### src/include/ccrs_defines.svh
`ifndef CCRS_DEFINES_SVH
`define CCRS_DEFINES_SVH

// ---------------------------------------------------------------
// widths
// ---------------------------------------------------------------
`define CCRS_CNT_W      13
`define CCRS_GROUP_W    2
`define CCRS_FILE_W     3
`define CCRS_DIGIT_W    4
`define CCRS_DEPTH      8
`define CCRS_IDX_W      3
`define CCRS_ADDR_W     4
`define CCRS_ROM_W      10

// ---------------------------------------------------------------
// reset values
// ---------------------------------------------------------------
`define CCRS_IDX_RST    3'h7
`define CCRS_UPF_RST    1'b0
`define CCRS_NIB_RST    4'h0

// ---------------------------------------------------------------
// register offsets and field positions
// ---------------------------------------------------------------
`define CCRS_OFS_ACC    4'h0
`define CCRS_OFS_AUX    4'h1
`define CCRS_OFS_PAIR   4'h2
`define CCRS_OFS_TPTR   4'h3
`define CCRS_OFS_FLAGS  4'h4
`define CCRS_OFS_INDEX  4'h5
`define CCRS_OFS_SAVE   4'h6
`define CCRS_FLG_CARRY  0
`define CCRS_FLG_UPF    1
`define CCRS_FLG_SKIP   2

`endif

### src/include/ccrs_pkg.sv
package ccrs_pkg;
`include "ccrs_defines.svh"

   typedef enum logic [4:0] {
      nop_op, add_imm_op, add_memory_op, add_memory_carry_op, compare_op,
      and_op, or_op, bit_set_op, bit_clear_op, bit_test_op, rotate_right_op,
      carry_set_op, carry_clear_op, load_imm_op, mem_to_acc_op, acc_to_aux_op,
      aux_to_acc_op, pair_load_op, pair_unload_op, acc_to_tptr_op,
      table_read_op, branch_indirect_op, call_op, call_indirect_op,
      page_two_call_op, return_op, int_entry_op, int_return_op,
      upper_fetch_set_op, upper_fetch_clear_op, stack_index_read_op
   } ccrs_op_type;

   typedef struct packed {
      logic [`CCRS_GROUP_W-1:0] group;
      logic [`CCRS_FILE_W-1:0]  file;
      logic [`CCRS_DIGIT_W-1:0] digit;
   } ccrs_ram_ptr_type;

   typedef struct packed {
      logic                   valid;
      ccrs_op_type            op;
      logic [3:0]             imm;
      logic [3:0]             mem;
      logic [1:0]             bit_sel;
      logic [`CCRS_ROM_W-1:0] rom_word;
      logic [`CCRS_CNT_W-1:0] counter;
      ccrs_ram_ptr_type       ram_ptr;
   } ccrs_req_type;

   typedef struct packed {
      logic [3:0] acc;
      logic       acc_we;
      logic       carry;
      logic       carry_we;
      logic [3:0] mem;
      logic       mem_we;
      logic       skip;
   } ccrs_alu_type;

   typedef struct packed {
      ccrs_ram_ptr_type ram_ptr;
      logic             carry;
      logic             skip;
      logic [3:0]       acc;
      logic [3:0]       aux;
   } ccrs_save_type;

   typedef struct packed {
      logic                    wr;
      logic                    rd;
      logic [`CCRS_ADDR_W-1:0] addr;
      logic [7:0]              wdata;
   } ccrs_bus_type;

endpackage

### src/hw/ccrs_core_regs.sv
// Summary of operation
// [RQ1] alu does 4-bit add, compare, and, or and single-bit work
// [RQ2] accumulator is a 4-bit operand and result register
// [RQ3] add memory with carry sets carry on carry out
// [RQ4] add immediate and add memory leave carry untouched
// [RQ5] rotate right moves accumulator bit 0 into carry
// [RQ6] rotate right puts old carry into bit 3, shifts others down
// [RQ7] carry set forces carry to 1, carry clear forces 0
// [RQ8] auxiliary nibble is 4 bits, pairs with accumulator for bytes
// [RQ9] pair register is 8 bits: aux high nibble, accumulator low
// [RQ10] pair register is not reset; software loads it
// [RQ11] table pointer and accumulator form a 7-bit in-page address
// [RQ12] table read with upper fetch set loads rom bits into pointer
// [RQ13] table read with upper fetch clear keeps the table pointer
// [RQ14] upper fetch flag set and cleared by ops, zero after reset
// [RQ15] table pointer is not reset; software loads it
// [RQ16] interrupt entry, calls and table reads push the counter
// [RQ17] return stack has eight entries; ninth push overwrites
// [RQ18] software keeps interrupts, table reads and calls within eight
// [RQ19] 3-bit stack index tracks nesting, readable into accumulator
// [RQ20] index is 7 after reset, incremented before each push
// [RQ21] return reloads counter from indexed entry, then decrements
// [RQ22] save register captures pointer, carry, skip, acc, aux
// [RQ23] calls and table reads leave the save register alone
// [RQ24] skip flag decides skipping and survives interrupts
// [RQ25] interrupt return restores pointer, carry, skip, acc, aux
// [RQ26] saved data pointer has group, file and digit fields
//
// Our own choices: the address map and the strobed register port.
`timescale 1ns/1ps
module ccrs_core_regs
   import ccrs_pkg::*;
(
   input  wire logic                    clk_sys_in,
   input  wire logic                    rst_n_in,
   input  wire ccrs_req_type            req_in,
   input  wire logic                    skip_cond_in,
   input  wire ccrs_bus_type            bus_in,
   output logic      [7:0]              bus_rdata_out,
   output logic      [3:0]              acc_out,
   output logic                         carry_out,
   output logic      [3:0]              aux_out,
   output logic      [7:0]              pair_out,
   output logic      [2:0]              tptr_out,
   output logic                         upper_fetch_out,
   output logic                         skip_out,
   output logic      [`CCRS_IDX_W-1:0]  stack_index_out,
   output logic      [6:0]              rom_addr_out,
   output logic      [3:0]              mem_wdata_out,
   output logic                         mem_we_out,
   output logic      [`CCRS_CNT_W-1:0]  ret_counter_out,
   output logic                         ret_valid_out,
   output ccrs_ram_ptr_type             ram_ptr_out,
   output logic                         ram_ptr_valid_out
);
   // ---------------------------------------------------------------
   // state
   // ---------------------------------------------------------------
   typedef struct packed {
      logic [3:0]    acc;
      logic          carry;
      logic [3:0]    aux;
      logic [7:0]    pair;
      logic [2:0]    tptr;
      logic          upf;
      logic          skip;
      ccrs_save_type save;
      logic [7:0]    rdata;
      logic [3:0]    mem;
      logic          mem_we;
      logic          ret_valid;
      logic          ptr_valid;
      ccrs_ram_ptr_type ptr;
   } ccrs_core_type;

   ccrs_core_type st_q;
   ccrs_core_type st_d;

   ccrs_alu_type           alu;
   logic                   push;
   logic                   pop;
   logic [`CCRS_IDX_W-1:0] idx;
   logic [`CCRS_CNT_W-1:0] top;
   logic                   run;

   assign run = req_in.valid;

   // ---------------------------------------------------------------
   // alu and return stack
   // ---------------------------------------------------------------
   ccrs_alu u_alu (
      .op_in      (req_in.op),
      .acc_in     (st_q.acc),
      .carry_in   (st_q.carry),
      .mem_in     (req_in.mem),
      .imm_in     (req_in.imm),
      .bit_sel_in (req_in.bit_sel),
      .res_out    (alu)
   );

   always_comb begin
      push = 1'b0;
      pop  = 1'b0;
      if (run) begin
         case (req_in.op)
            call_op, call_indirect_op, page_two_call_op,
            table_read_op, int_entry_op: push = 1'b1;           // RQ16
            return_op, int_return_op:    pop  = 1'b1;           // RQ21
            default: begin
               push = 1'b0;
               pop  = 1'b0;
            end
         endcase
      end
   end

   ccrs_stack u_stack (
      .clk_sys_in (clk_sys_in),
      .rst_n_in   (rst_n_in),
      .push_in    (push),
      .pop_in     (pop),
      .counter_in (req_in.counter),
      .index_out  (idx),
      .top_out    (top)
   );

   // ---------------------------------------------------------------
   // next state
   // ---------------------------------------------------------------
   always_comb begin
      st_d           = st_q;
      st_d.mem_we    = 1'b0;
      st_d.ret_valid = pop;
      st_d.ptr_valid = 1'b0;
      st_d.rdata     = 8'h00;

      // register port read, answered next cycle
      if (bus_in.rd) begin
         case (bus_in.addr)
            `CCRS_OFS_ACC:   st_d.rdata = {4'h0, st_q.acc};
            `CCRS_OFS_AUX:   st_d.rdata = {4'h0, st_q.aux};
            `CCRS_OFS_PAIR:  st_d.rdata = st_q.pair;
            `CCRS_OFS_TPTR:  st_d.rdata = {5'h00, st_q.tptr};
            `CCRS_OFS_FLAGS: st_d.rdata = {5'h00, st_q.skip, st_q.upf, st_q.carry};
            `CCRS_OFS_INDEX: st_d.rdata = {5'h00, idx};           // RQ19
            `CCRS_OFS_SAVE:  st_d.rdata = {st_q.save.aux, st_q.save.acc};
            default:         st_d.rdata = 8'h00;
         endcase
      end

      // register port write, yields to a sequencer op
      if (bus_in.wr && !run) begin
         case (bus_in.addr)
            `CCRS_OFS_ACC:  st_d.acc  = bus_in.wdata[3:0];
            `CCRS_OFS_AUX:  st_d.aux  = bus_in.wdata[3:0];
            `CCRS_OFS_PAIR: st_d.pair = bus_in.wdata;
            `CCRS_OFS_TPTR: st_d.tptr = bus_in.wdata[2:0];
            `CCRS_OFS_FLAGS: begin
               st_d.carry = bus_in.wdata[`CCRS_FLG_CARRY];
               st_d.upf   = bus_in.wdata[`CCRS_FLG_UPF];
               st_d.skip  = bus_in.wdata[`CCRS_FLG_SKIP];
            end
            default: st_d.rdata = st_d.rdata;
         endcase
      end

      // sequencer ops
      if (run) begin
         // skip decision for the following instruction
         st_d.skip = alu.skip | skip_cond_in;                     // RQ24
         if (alu.acc_we) begin
            st_d.acc = alu.acc;                                   // RQ2
         end
         if (alu.carry_we) begin
            st_d.carry = alu.carry;                               // RQ3
         end
         st_d.mem    = alu.mem;
         st_d.mem_we = alu.mem_we;
         case (req_in.op)
            load_imm_op:   st_d.acc = req_in.imm;                 // RQ2
            mem_to_acc_op: st_d.acc = req_in.mem;                 // RQ2
            acc_to_aux_op: st_d.aux = st_q.acc;                   // RQ8
            aux_to_acc_op: st_d.acc = st_q.aux;                   // RQ8
            pair_load_op:  st_d.pair = {st_q.aux, st_q.acc};      // RQ9
            pair_unload_op: begin
               st_d.aux = st_q.pair[7:4];                         // RQ9
               st_d.acc = st_q.pair[3:0];                         // RQ9
            end
            acc_to_tptr_op: st_d.tptr = st_q.acc[2:0];
            table_read_op: begin
               if (st_q.upf) begin
                  st_d.tptr = {1'b0, req_in.rom_word[9:8]};       // RQ12
               end
               st_d.acc = req_in.rom_word[3:0];
               st_d.aux = req_in.rom_word[7:4];
            end
            upper_fetch_set_op:   st_d.upf = 1'b1;                // RQ14
            upper_fetch_clear_op: st_d.upf = 1'b0;                // RQ14
            stack_index_read_op:  st_d.acc = {1'b0, idx};         // RQ19
            int_entry_op: begin
               st_d.save.ram_ptr = req_in.ram_ptr;                // RQ26
               st_d.save.carry   = st_q.carry;                    // RQ22
               st_d.save.skip    = st_q.skip;                     // RQ24
               st_d.save.acc     = st_q.acc;                      // RQ22
               st_d.save.aux     = st_q.aux;                      // RQ22
               st_d.skip         = 1'b0;
            end
            int_return_op: begin
               st_d.ptr       = st_q.save.ram_ptr;                // RQ25
               st_d.ptr_valid = 1'b1;                             // RQ25
               st_d.carry     = st_q.save.carry;                  // RQ25
               st_d.skip      = st_q.save.skip;                   // RQ25
               st_d.acc       = st_q.save.acc;                    // RQ25
               st_d.aux       = st_q.save.aux;                    // RQ25
            end
            default: st_d.ptr = st_q.ptr;                         // RQ23
         endcase
      end
   end

   // ---------------------------------------------------------------
   // registers
   // ---------------------------------------------------------------
   always_ff @(posedge clk_sys_in) begin
      if (!rst_n_in) begin
         st_q.acc       <= `CCRS_NIB_RST;
         st_q.carry     <= 1'b0;
         st_q.aux       <= `CCRS_NIB_RST;
         st_q.upf       <= `CCRS_UPF_RST;                         // RQ14
         st_q.skip      <= 1'b0;
         st_q.save      <= '0;
         st_q.rdata     <= 8'h00;
         st_q.mem       <= `CCRS_NIB_RST;
         st_q.mem_we    <= 1'b0;
         st_q.ret_valid <= 1'b0;
         st_q.ptr_valid <= 1'b0;
         st_q.ptr       <= '0;
         st_q.pair      <= st_q.pair;                             // RQ10
         st_q.tptr      <= st_q.tptr;                             // RQ15
      end else begin
         st_q <= st_d;
      end
   end

   // ---------------------------------------------------------------
   // outputs
   // ---------------------------------------------------------------
   assign bus_rdata_out     = st_q.rdata;
   assign acc_out           = st_q.acc;
   assign carry_out         = st_q.carry;
   assign aux_out           = st_q.aux;
   assign pair_out          = st_q.pair;
   assign tptr_out          = st_q.tptr;
   assign upper_fetch_out   = st_q.upf;
   assign skip_out          = st_q.skip;
   assign stack_index_out   = idx;
   assign rom_addr_out      = {st_q.tptr, st_q.acc};              // RQ11
   assign mem_wdata_out     = st_q.mem;
   assign mem_we_out        = st_q.mem_we;
   assign ret_counter_out   = top;
   assign ret_valid_out     = st_q.ret_valid;
   assign ram_ptr_out       = st_q.ptr;
   assign ram_ptr_valid_out = st_q.ptr_valid;
endmodule

### src/hw/ccrs_alu.sv
`timescale 1ns/1ps
module ccrs_alu
   import ccrs_pkg::*;
(
   input  wire ccrs_op_type  op_in,
   input  wire logic [3:0]   acc_in,
   input  wire logic         carry_in,
   input  wire logic [3:0]   mem_in,
   input  wire logic [3:0]   imm_in,
   input  wire logic [1:0]   bit_sel_in,
   output ccrs_alu_type      res_out
);
   logic [4:0] sum;
   logic [3:0] mask;

   always_comb begin
      sum  = 5'h00;
      mask = 4'h1 << bit_sel_in;
      res_out = '0;
      case (op_in)
         add_imm_op: begin
            sum = {1'b0, acc_in} + {1'b0, imm_in};
            res_out.acc    = sum[3:0];                          // RQ4
            res_out.acc_we = 1'b1;
         end
         add_memory_op: begin
            sum = {1'b0, acc_in} + {1'b0, mem_in};
            res_out.acc    = sum[3:0];                          // RQ4
            res_out.acc_we = 1'b1;
         end
         add_memory_carry_op: begin
            sum = {1'b0, acc_in} + {1'b0, mem_in} + {4'h0, carry_in};
            res_out.acc      = sum[3:0];
            res_out.acc_we   = 1'b1;
            res_out.carry    = sum[4];                          // RQ3
            res_out.carry_we = 1'b1;
         end
         compare_op: res_out.skip = (acc_in == mem_in);          // RQ1
         and_op: begin
            res_out.acc    = acc_in & mem_in;                   // RQ1
            res_out.acc_we = 1'b1;
         end
         or_op: begin
            res_out.acc    = acc_in | mem_in;                   // RQ1
            res_out.acc_we = 1'b1;
         end
         bit_set_op: begin
            res_out.mem    = mem_in | mask;                     // RQ1
            res_out.mem_we = 1'b1;
         end
         bit_clear_op: begin
            res_out.mem    = mem_in & ~mask;                    // RQ1
            res_out.mem_we = 1'b1;
         end
         bit_test_op: res_out.skip = ((mem_in & mask) == 4'h0);  // RQ1
         rotate_right_op: begin
            res_out.acc      = {carry_in, acc_in[3:1]};         // RQ6
            res_out.acc_we   = 1'b1;
            res_out.carry    = acc_in[0];                       // RQ5
            res_out.carry_we = 1'b1;
         end
         carry_set_op: begin
            res_out.carry    = 1'b1;                            // RQ7
            res_out.carry_we = 1'b1;
         end
         carry_clear_op: begin
            res_out.carry    = 1'b0;                            // RQ7
            res_out.carry_we = 1'b1;
         end
         default: res_out = '0;
      endcase
   end
endmodule

### src/hw/ccrs_stack.sv
`timescale 1ns/1ps
module ccrs_stack
   import ccrs_pkg::*;
(
   input  wire logic                   clk_sys_in,
   input  wire logic                   rst_n_in,
   input  wire logic                   push_in,
   input  wire logic                   pop_in,
   input  wire logic [`CCRS_CNT_W-1:0] counter_in,
   output logic      [`CCRS_IDX_W-1:0] index_out,
   output logic      [`CCRS_CNT_W-1:0] top_out
);
   typedef struct packed {
      logic [`CCRS_IDX_W-1:0]                      idx;
      logic [`CCRS_CNT_W-1:0]                      top;
      logic [`CCRS_DEPTH-1:0][`CCRS_CNT_W-1:0]     ent;
   } ccrs_stk_type;

   ccrs_stk_type st_q;
   ccrs_stk_type st_d;

   always_comb begin
      st_d = st_q;
      if (push_in) begin
         st_d.idx = st_q.idx + 3'h1;                            // RQ20
         st_d.ent[st_d.idx] = counter_in;                       // RQ17
      end else if (pop_in) begin
         st_d.top = st_q.ent[st_q.idx];                         // RQ21
         st_d.idx = st_q.idx - 3'h1;                            // RQ21
      end
   end

   always_ff @(posedge clk_sys_in) begin
      if (!rst_n_in) begin
         st_q.idx <= `CCRS_IDX_RST;                             // RQ20
         st_q.top <= '0;
      end else begin
         st_q <= st_d;
      end
   end

   assign index_out = st_q.idx;                                 // RQ19
   assign top_out   = st_q.top;
endmodule

### config.mk
export PLATFORM = sky130hd
export DESIGN_NAME = ccrs_core_regs
export DESIGN_NICKNAME = d
export VERILOG_FILES = /design/src/include/ccrs_pkg.sv /design/src/hw/ccrs_core_regs.sv /design/src/hw/ccrs_alu.sv /design/src/hw/ccrs_stack.sv
export VERILOG_INCLUDE_DIRS = /design/src /design/src/include
export SDC_FILE = /design/constraint.sdc
export NUM_CORES = 1
export LEC_CHECK = 0
export BUFFER_PORTS_ARGS = -buffer_cell sky130_fd_sc_hd__buf_2
export CORE_ASPECT_RATIO = 0.75
export CORE_MARGIN = 1
export CORE_UTILIZATION = 62
export DETAILED_ROUTE_END_ITERATION = 6
export HOLD_SLACK_MARGIN = 0.1
export PLACE_DENSITY = 0.85
export SLEW_MARGIN = 10
export SYNTH_ARGS = -nofsm -noshare
export SYNTH_HDL_FRONTEND = slang
export SYNTH_SLANG_ARGS = --single-unit
### constraint.sdc
create_clock -name clk_sys_in -period 6.4 [get_ports clk_sys_in]
set_input_delay 0.96 -clock clk_sys_in [delete_from_list [all_inputs] [get_ports clk_sys_in]]
set_output_delay 0.96 -clock clk_sys_in [all_outputs]
set_load 0.03 [all_outputs]
==> summary.md <==
| Metric | Value |
|---|---|
| Nets | `approximately 960` |
| Most common cell after layout, fill and taps aside | `buf_2` |
| Max_slew headroom | `a little under a fifth` |
| Most frequent cells in the layout | `133 x buf_2, 115 x edfxtp_1, 87 x nor2_1, 69 x dfxtp_1, 63 x nand2_1` |
| # H-tree levels | `4` |
| Clk pin slew, worst setup/hold paths | `around 0.060 ns` |
| Worst r2r src | `u_stack.index_out[0]$_SDFFE_PN1P_` |
| Gpl congestion | `roughly 1` |
| Hold Path Origin | `st_q[35]$_SDFFE_PN0P_` |
| DRC viols | `0` |
| Combinational share of power | `between 10% and 20%` |
| Routed wire length | `~24000 um` |
| Hold crit path type | `reg -> reg` |
| Total Neg Setup Slack | `0 ns` |
| Hold worst-path end | `st_q[35]$_SDFFE_PN0P_` |
| Die H | `roughly 110 um` |
| Fillers | `around 1.1k` |
| Reg2Reg Depth | `4` |
| Outcome | `complete, no violations` |
| Hold_ws | `about 0.46 ns` |
| Synthesized area | `0.00939 sq mm` |
| Routed Antenna Nets | `0` |
| RSZ-0062 raised after global routing | `false` |
| Average routed wire per standard cell | `between 20 and 25 um` |
| Final setup margin | `2.92 ns` |
| Sequential share of power | `around 50%` |
| Hold buffer count at CTS | `0` |
| TritonRoute pass-1 iters | `7` |
| Dominant synthesized flop cell | `edfxtp_1` |
| Clk buf depth | `2` |
| Area growth syn-to-layout | `9.41%` |
| Switching share of power | `roughly a quarter` |
| Register area share after synthesis | `just over 50%` |
| FF-to-FF setup slack | `slightly above 3 ns` |
| Hold violation count in the final report | `0` |
| Hold Crit Depth | `2` |
| Row count | `38` |
| Die width | `between 100 and 150 um` |
| Worst endpoint required time | `roughly 6.4 ns` |
| Synth Instances | `831` |
| CP Launch Type | `primary input` |
| DRC marker count from the first detailed-route iteration | `1054` |
| Clk_lat worst skew | `between 0.4 and 0.5 ns` |
| Clk root buf | `clkbuf_16` |
| Internal power | `approximately 2.0 mW` |
| CP Capture Type | `register` |
| YS warnings | `0` |
| Library cells used by synthesis | `between 60 and 70` |
| Clk pwr share | `between 30% and 40%` |
| Largest net degree at the start of global routing | `41` |
| Clock Skew | `about 0.012 ns` |
| CP Max Fanout | `40` |
| Peak VDD IR | `~0.24 mV` |
| Total die area | `~0.016 sq mm` |
| Share of cells above drive strength 1 | `~24%` |
| Peak Freq | `around 290 MHz` |
| Total CTS buffers | `17` |
| Crit path kind | `in -> reg` |
| Dpl ws | `between 2 and 3 ns` |
| Overflow after GRT | `0` |
| # IOs | `between 100 and 150` |
| Fin crit share | `a little over half` |
| Lkg Pwr | `4.03 nW` |
| EDFF count, synth | `roughly 120` |
| Initial Util | `roughly 64%` |
| Minimum clock period | `3.48 ns` |
| Worst slew pin tran | `between 1 and 1.5 ns` |
| CTS tree | `built` |
| Final Slew Violations | `0` |
| Final setup fails | `0` |
| Drt via density | `6.34` |
| Clock sinks | `approximately 190` |
| Max cap viols | `0` |
| Via count | `between 6k and 7k` |
| N_diodes | `0` |
| Global-route wire length before repair | `roughly 35000 um` |
| Initial antenna violation count | `0` |
| Port Buffers | `133` |
| Worst flop-to-flop path endpoint | `u_stack.st_q[93]$_DFFE_PP_` |
| Vias in the first global route | `roughly 6k` |
| DP HPWL | `around 16000 um` |
| Post-CTS Setup Bufs | `0` |
| GRT Util Overall | `between 30% and 40%` |
| Net Count, Synth | `~910` |
| Critical Path AT | `roughly 3.5 ns` |
| Cts repair resizes | `0` |
| Placeable Area | `about 0.015 sq mm` |
| PD cells | `approximately 260 mW/mm^2` |
| Synth async-reset ratio | `0%` |
| Switch Pwr | `between 0.6 and 0.7 mW` |
| Synthesized area per cell | `between 10 and 15 sq um` |
| Synthesized flop and latch total | `around 190` |
[logic make-up after synthesis]
| group | share of synthesized area (%) |
|---|---|
| adder cells (fa/ha/maj) | 2.35 |
| AO/OA/AOI/OAI | 10.8 |
| multiplexers | 13.7 |
| buffers and inverters | 8.13 |
| AND/OR/NAND/NOR | 12.2 |
| XOR/XNOR | 1.12 |
| flip-flops | 51.7 |
[critical path: stages]
cell      delay (ns)
buf_2           0.53
nand2b_1        0.22
o22a_1          0.25
nor2_1          0.29
nand3_1         0.24
nor3_2          1.02
[metrics by stage]
stage                     std cells  power (mW)  utilization (%)  cell area [sq um]
final                          1088        2.64             70.2              10300
after global routing           1088        2.72             70.2              10300
after CTS                      1088        2.64             70.2              10300
after detailed placement       1056        1.62             66.1               9690
after global placement         1056        1.61             66.1               9690
after floorplan                 831        1.54                -               9390
[cell type report]
class | instances | area [sq um] | area share (%)
sequential | 185 | 4860 | 47.3
multi-input combinational | 514 | 3810 | 37.0
timing repair buffer | 138 | 703 | 6.84
clock buffer | 24 | 504 | 4.91
tap | 200 | 250 | 2.44
clock inverter | 8 | 82.6 | 0.804
inverter | 19 | 71.3 | 0.694
[Yosys cell counts (all sizes together), types with 3 or more instances]
cell type	number	share of area, %
o2bb2ai	3	0.28
and3	8	0.53
xnor2	7	0.65
a21oi	52	2.8
a22o	3	0.28
clkbuf	26	1.0
nor4	6	0.47
o31ai	3	0.24
nand2	64	2.6
o21ai	18	0.96
nand4	6	0.40
a22oi	14	1.1
a21o	3	0.24
mux4	28	6.7
a211oi	20	1.6
o22ai	7	0.47
nand3	14	0.75
and2	5	0.36
inv	18	0.72
mux2i	57	6.1
ha	16	2.1
nand3b	7	0.56
nor2b	8	0.53
a32oi	4	0.37
buf	87	6.3
nor3	15	0.85
a31oi	7	0.47
edfxtp	115	37
dfxtp	70	15
xor2	5	0.47
nand2b	11	0.73
a211o	3	0.28
nor2	88	3.5
mux2	7	0.88
[per-layer routing]
layer | global-route usage (%) | part of all wire, %
met5 | 0 | 0
met4 | 9.88 | 1.9
met3 | 11.0 | 12
met2 | 42.8 | 42
met1 | 46.5 | 44
[sequential cells by signal (all words and copies together), names as in the netlist]
register / cells
u_stack.st_q: 104
st_q: 19
u_stack.top_out: 13
ram_ptr_out: 9
bus_rdata_out: 8
pair_out: 8
acc_out: 4
aux_out: 4
mem_wdata_out: 4
tptr_out: 3
u_stack.index_out: 3
carry_out: 1
mem_we_out: 1
ram_ptr_valid_out: 1
ret_valid_out: 1
skip_out: 1
upper_fetch_out: 1
[power groups by stage]
stage                     sequential (mW)  combinational (mW)  clock, mW
after CTS                            1.31               0.285       1.04
after global placement               1.34               0.277          0
final                                1.31               0.292       1.04
after global routing                 1.32               0.311       1.09
after detailed placement             1.34               0.282          0
after floorplan                      1.32               0.219          0
[worst max path at each step]
| stage | from | end | slack, ns | cells past startpoint |
|---|---|---|---|---|
| floorplan | req_in[42] | u_stack.st_q[0]$_DFFE_PP_ | 3.08 | 6 |
| global placement | req_in[44] | u_stack.st_q[62]$_DFFE_PP_ | 2.70 | 6 |
| detailed placement | req_in[44] | u_stack.st_q[82]$_DFFE_PP_ | 2.54 | 6 |
| CTS | req_in[44] | u_stack.st_q[53]$_DFFE_PP_ | 2.99 | 6 |
| global route | req_in[44] | u_stack.st_q[88]$_DFFE_PP_ | 2.76 | 6 |
| finish | req_in[44] | u_stack.st_q[53]$_DFFE_PP_ | 2.92 | 6 |
Power figures use the tool's default switching activity.
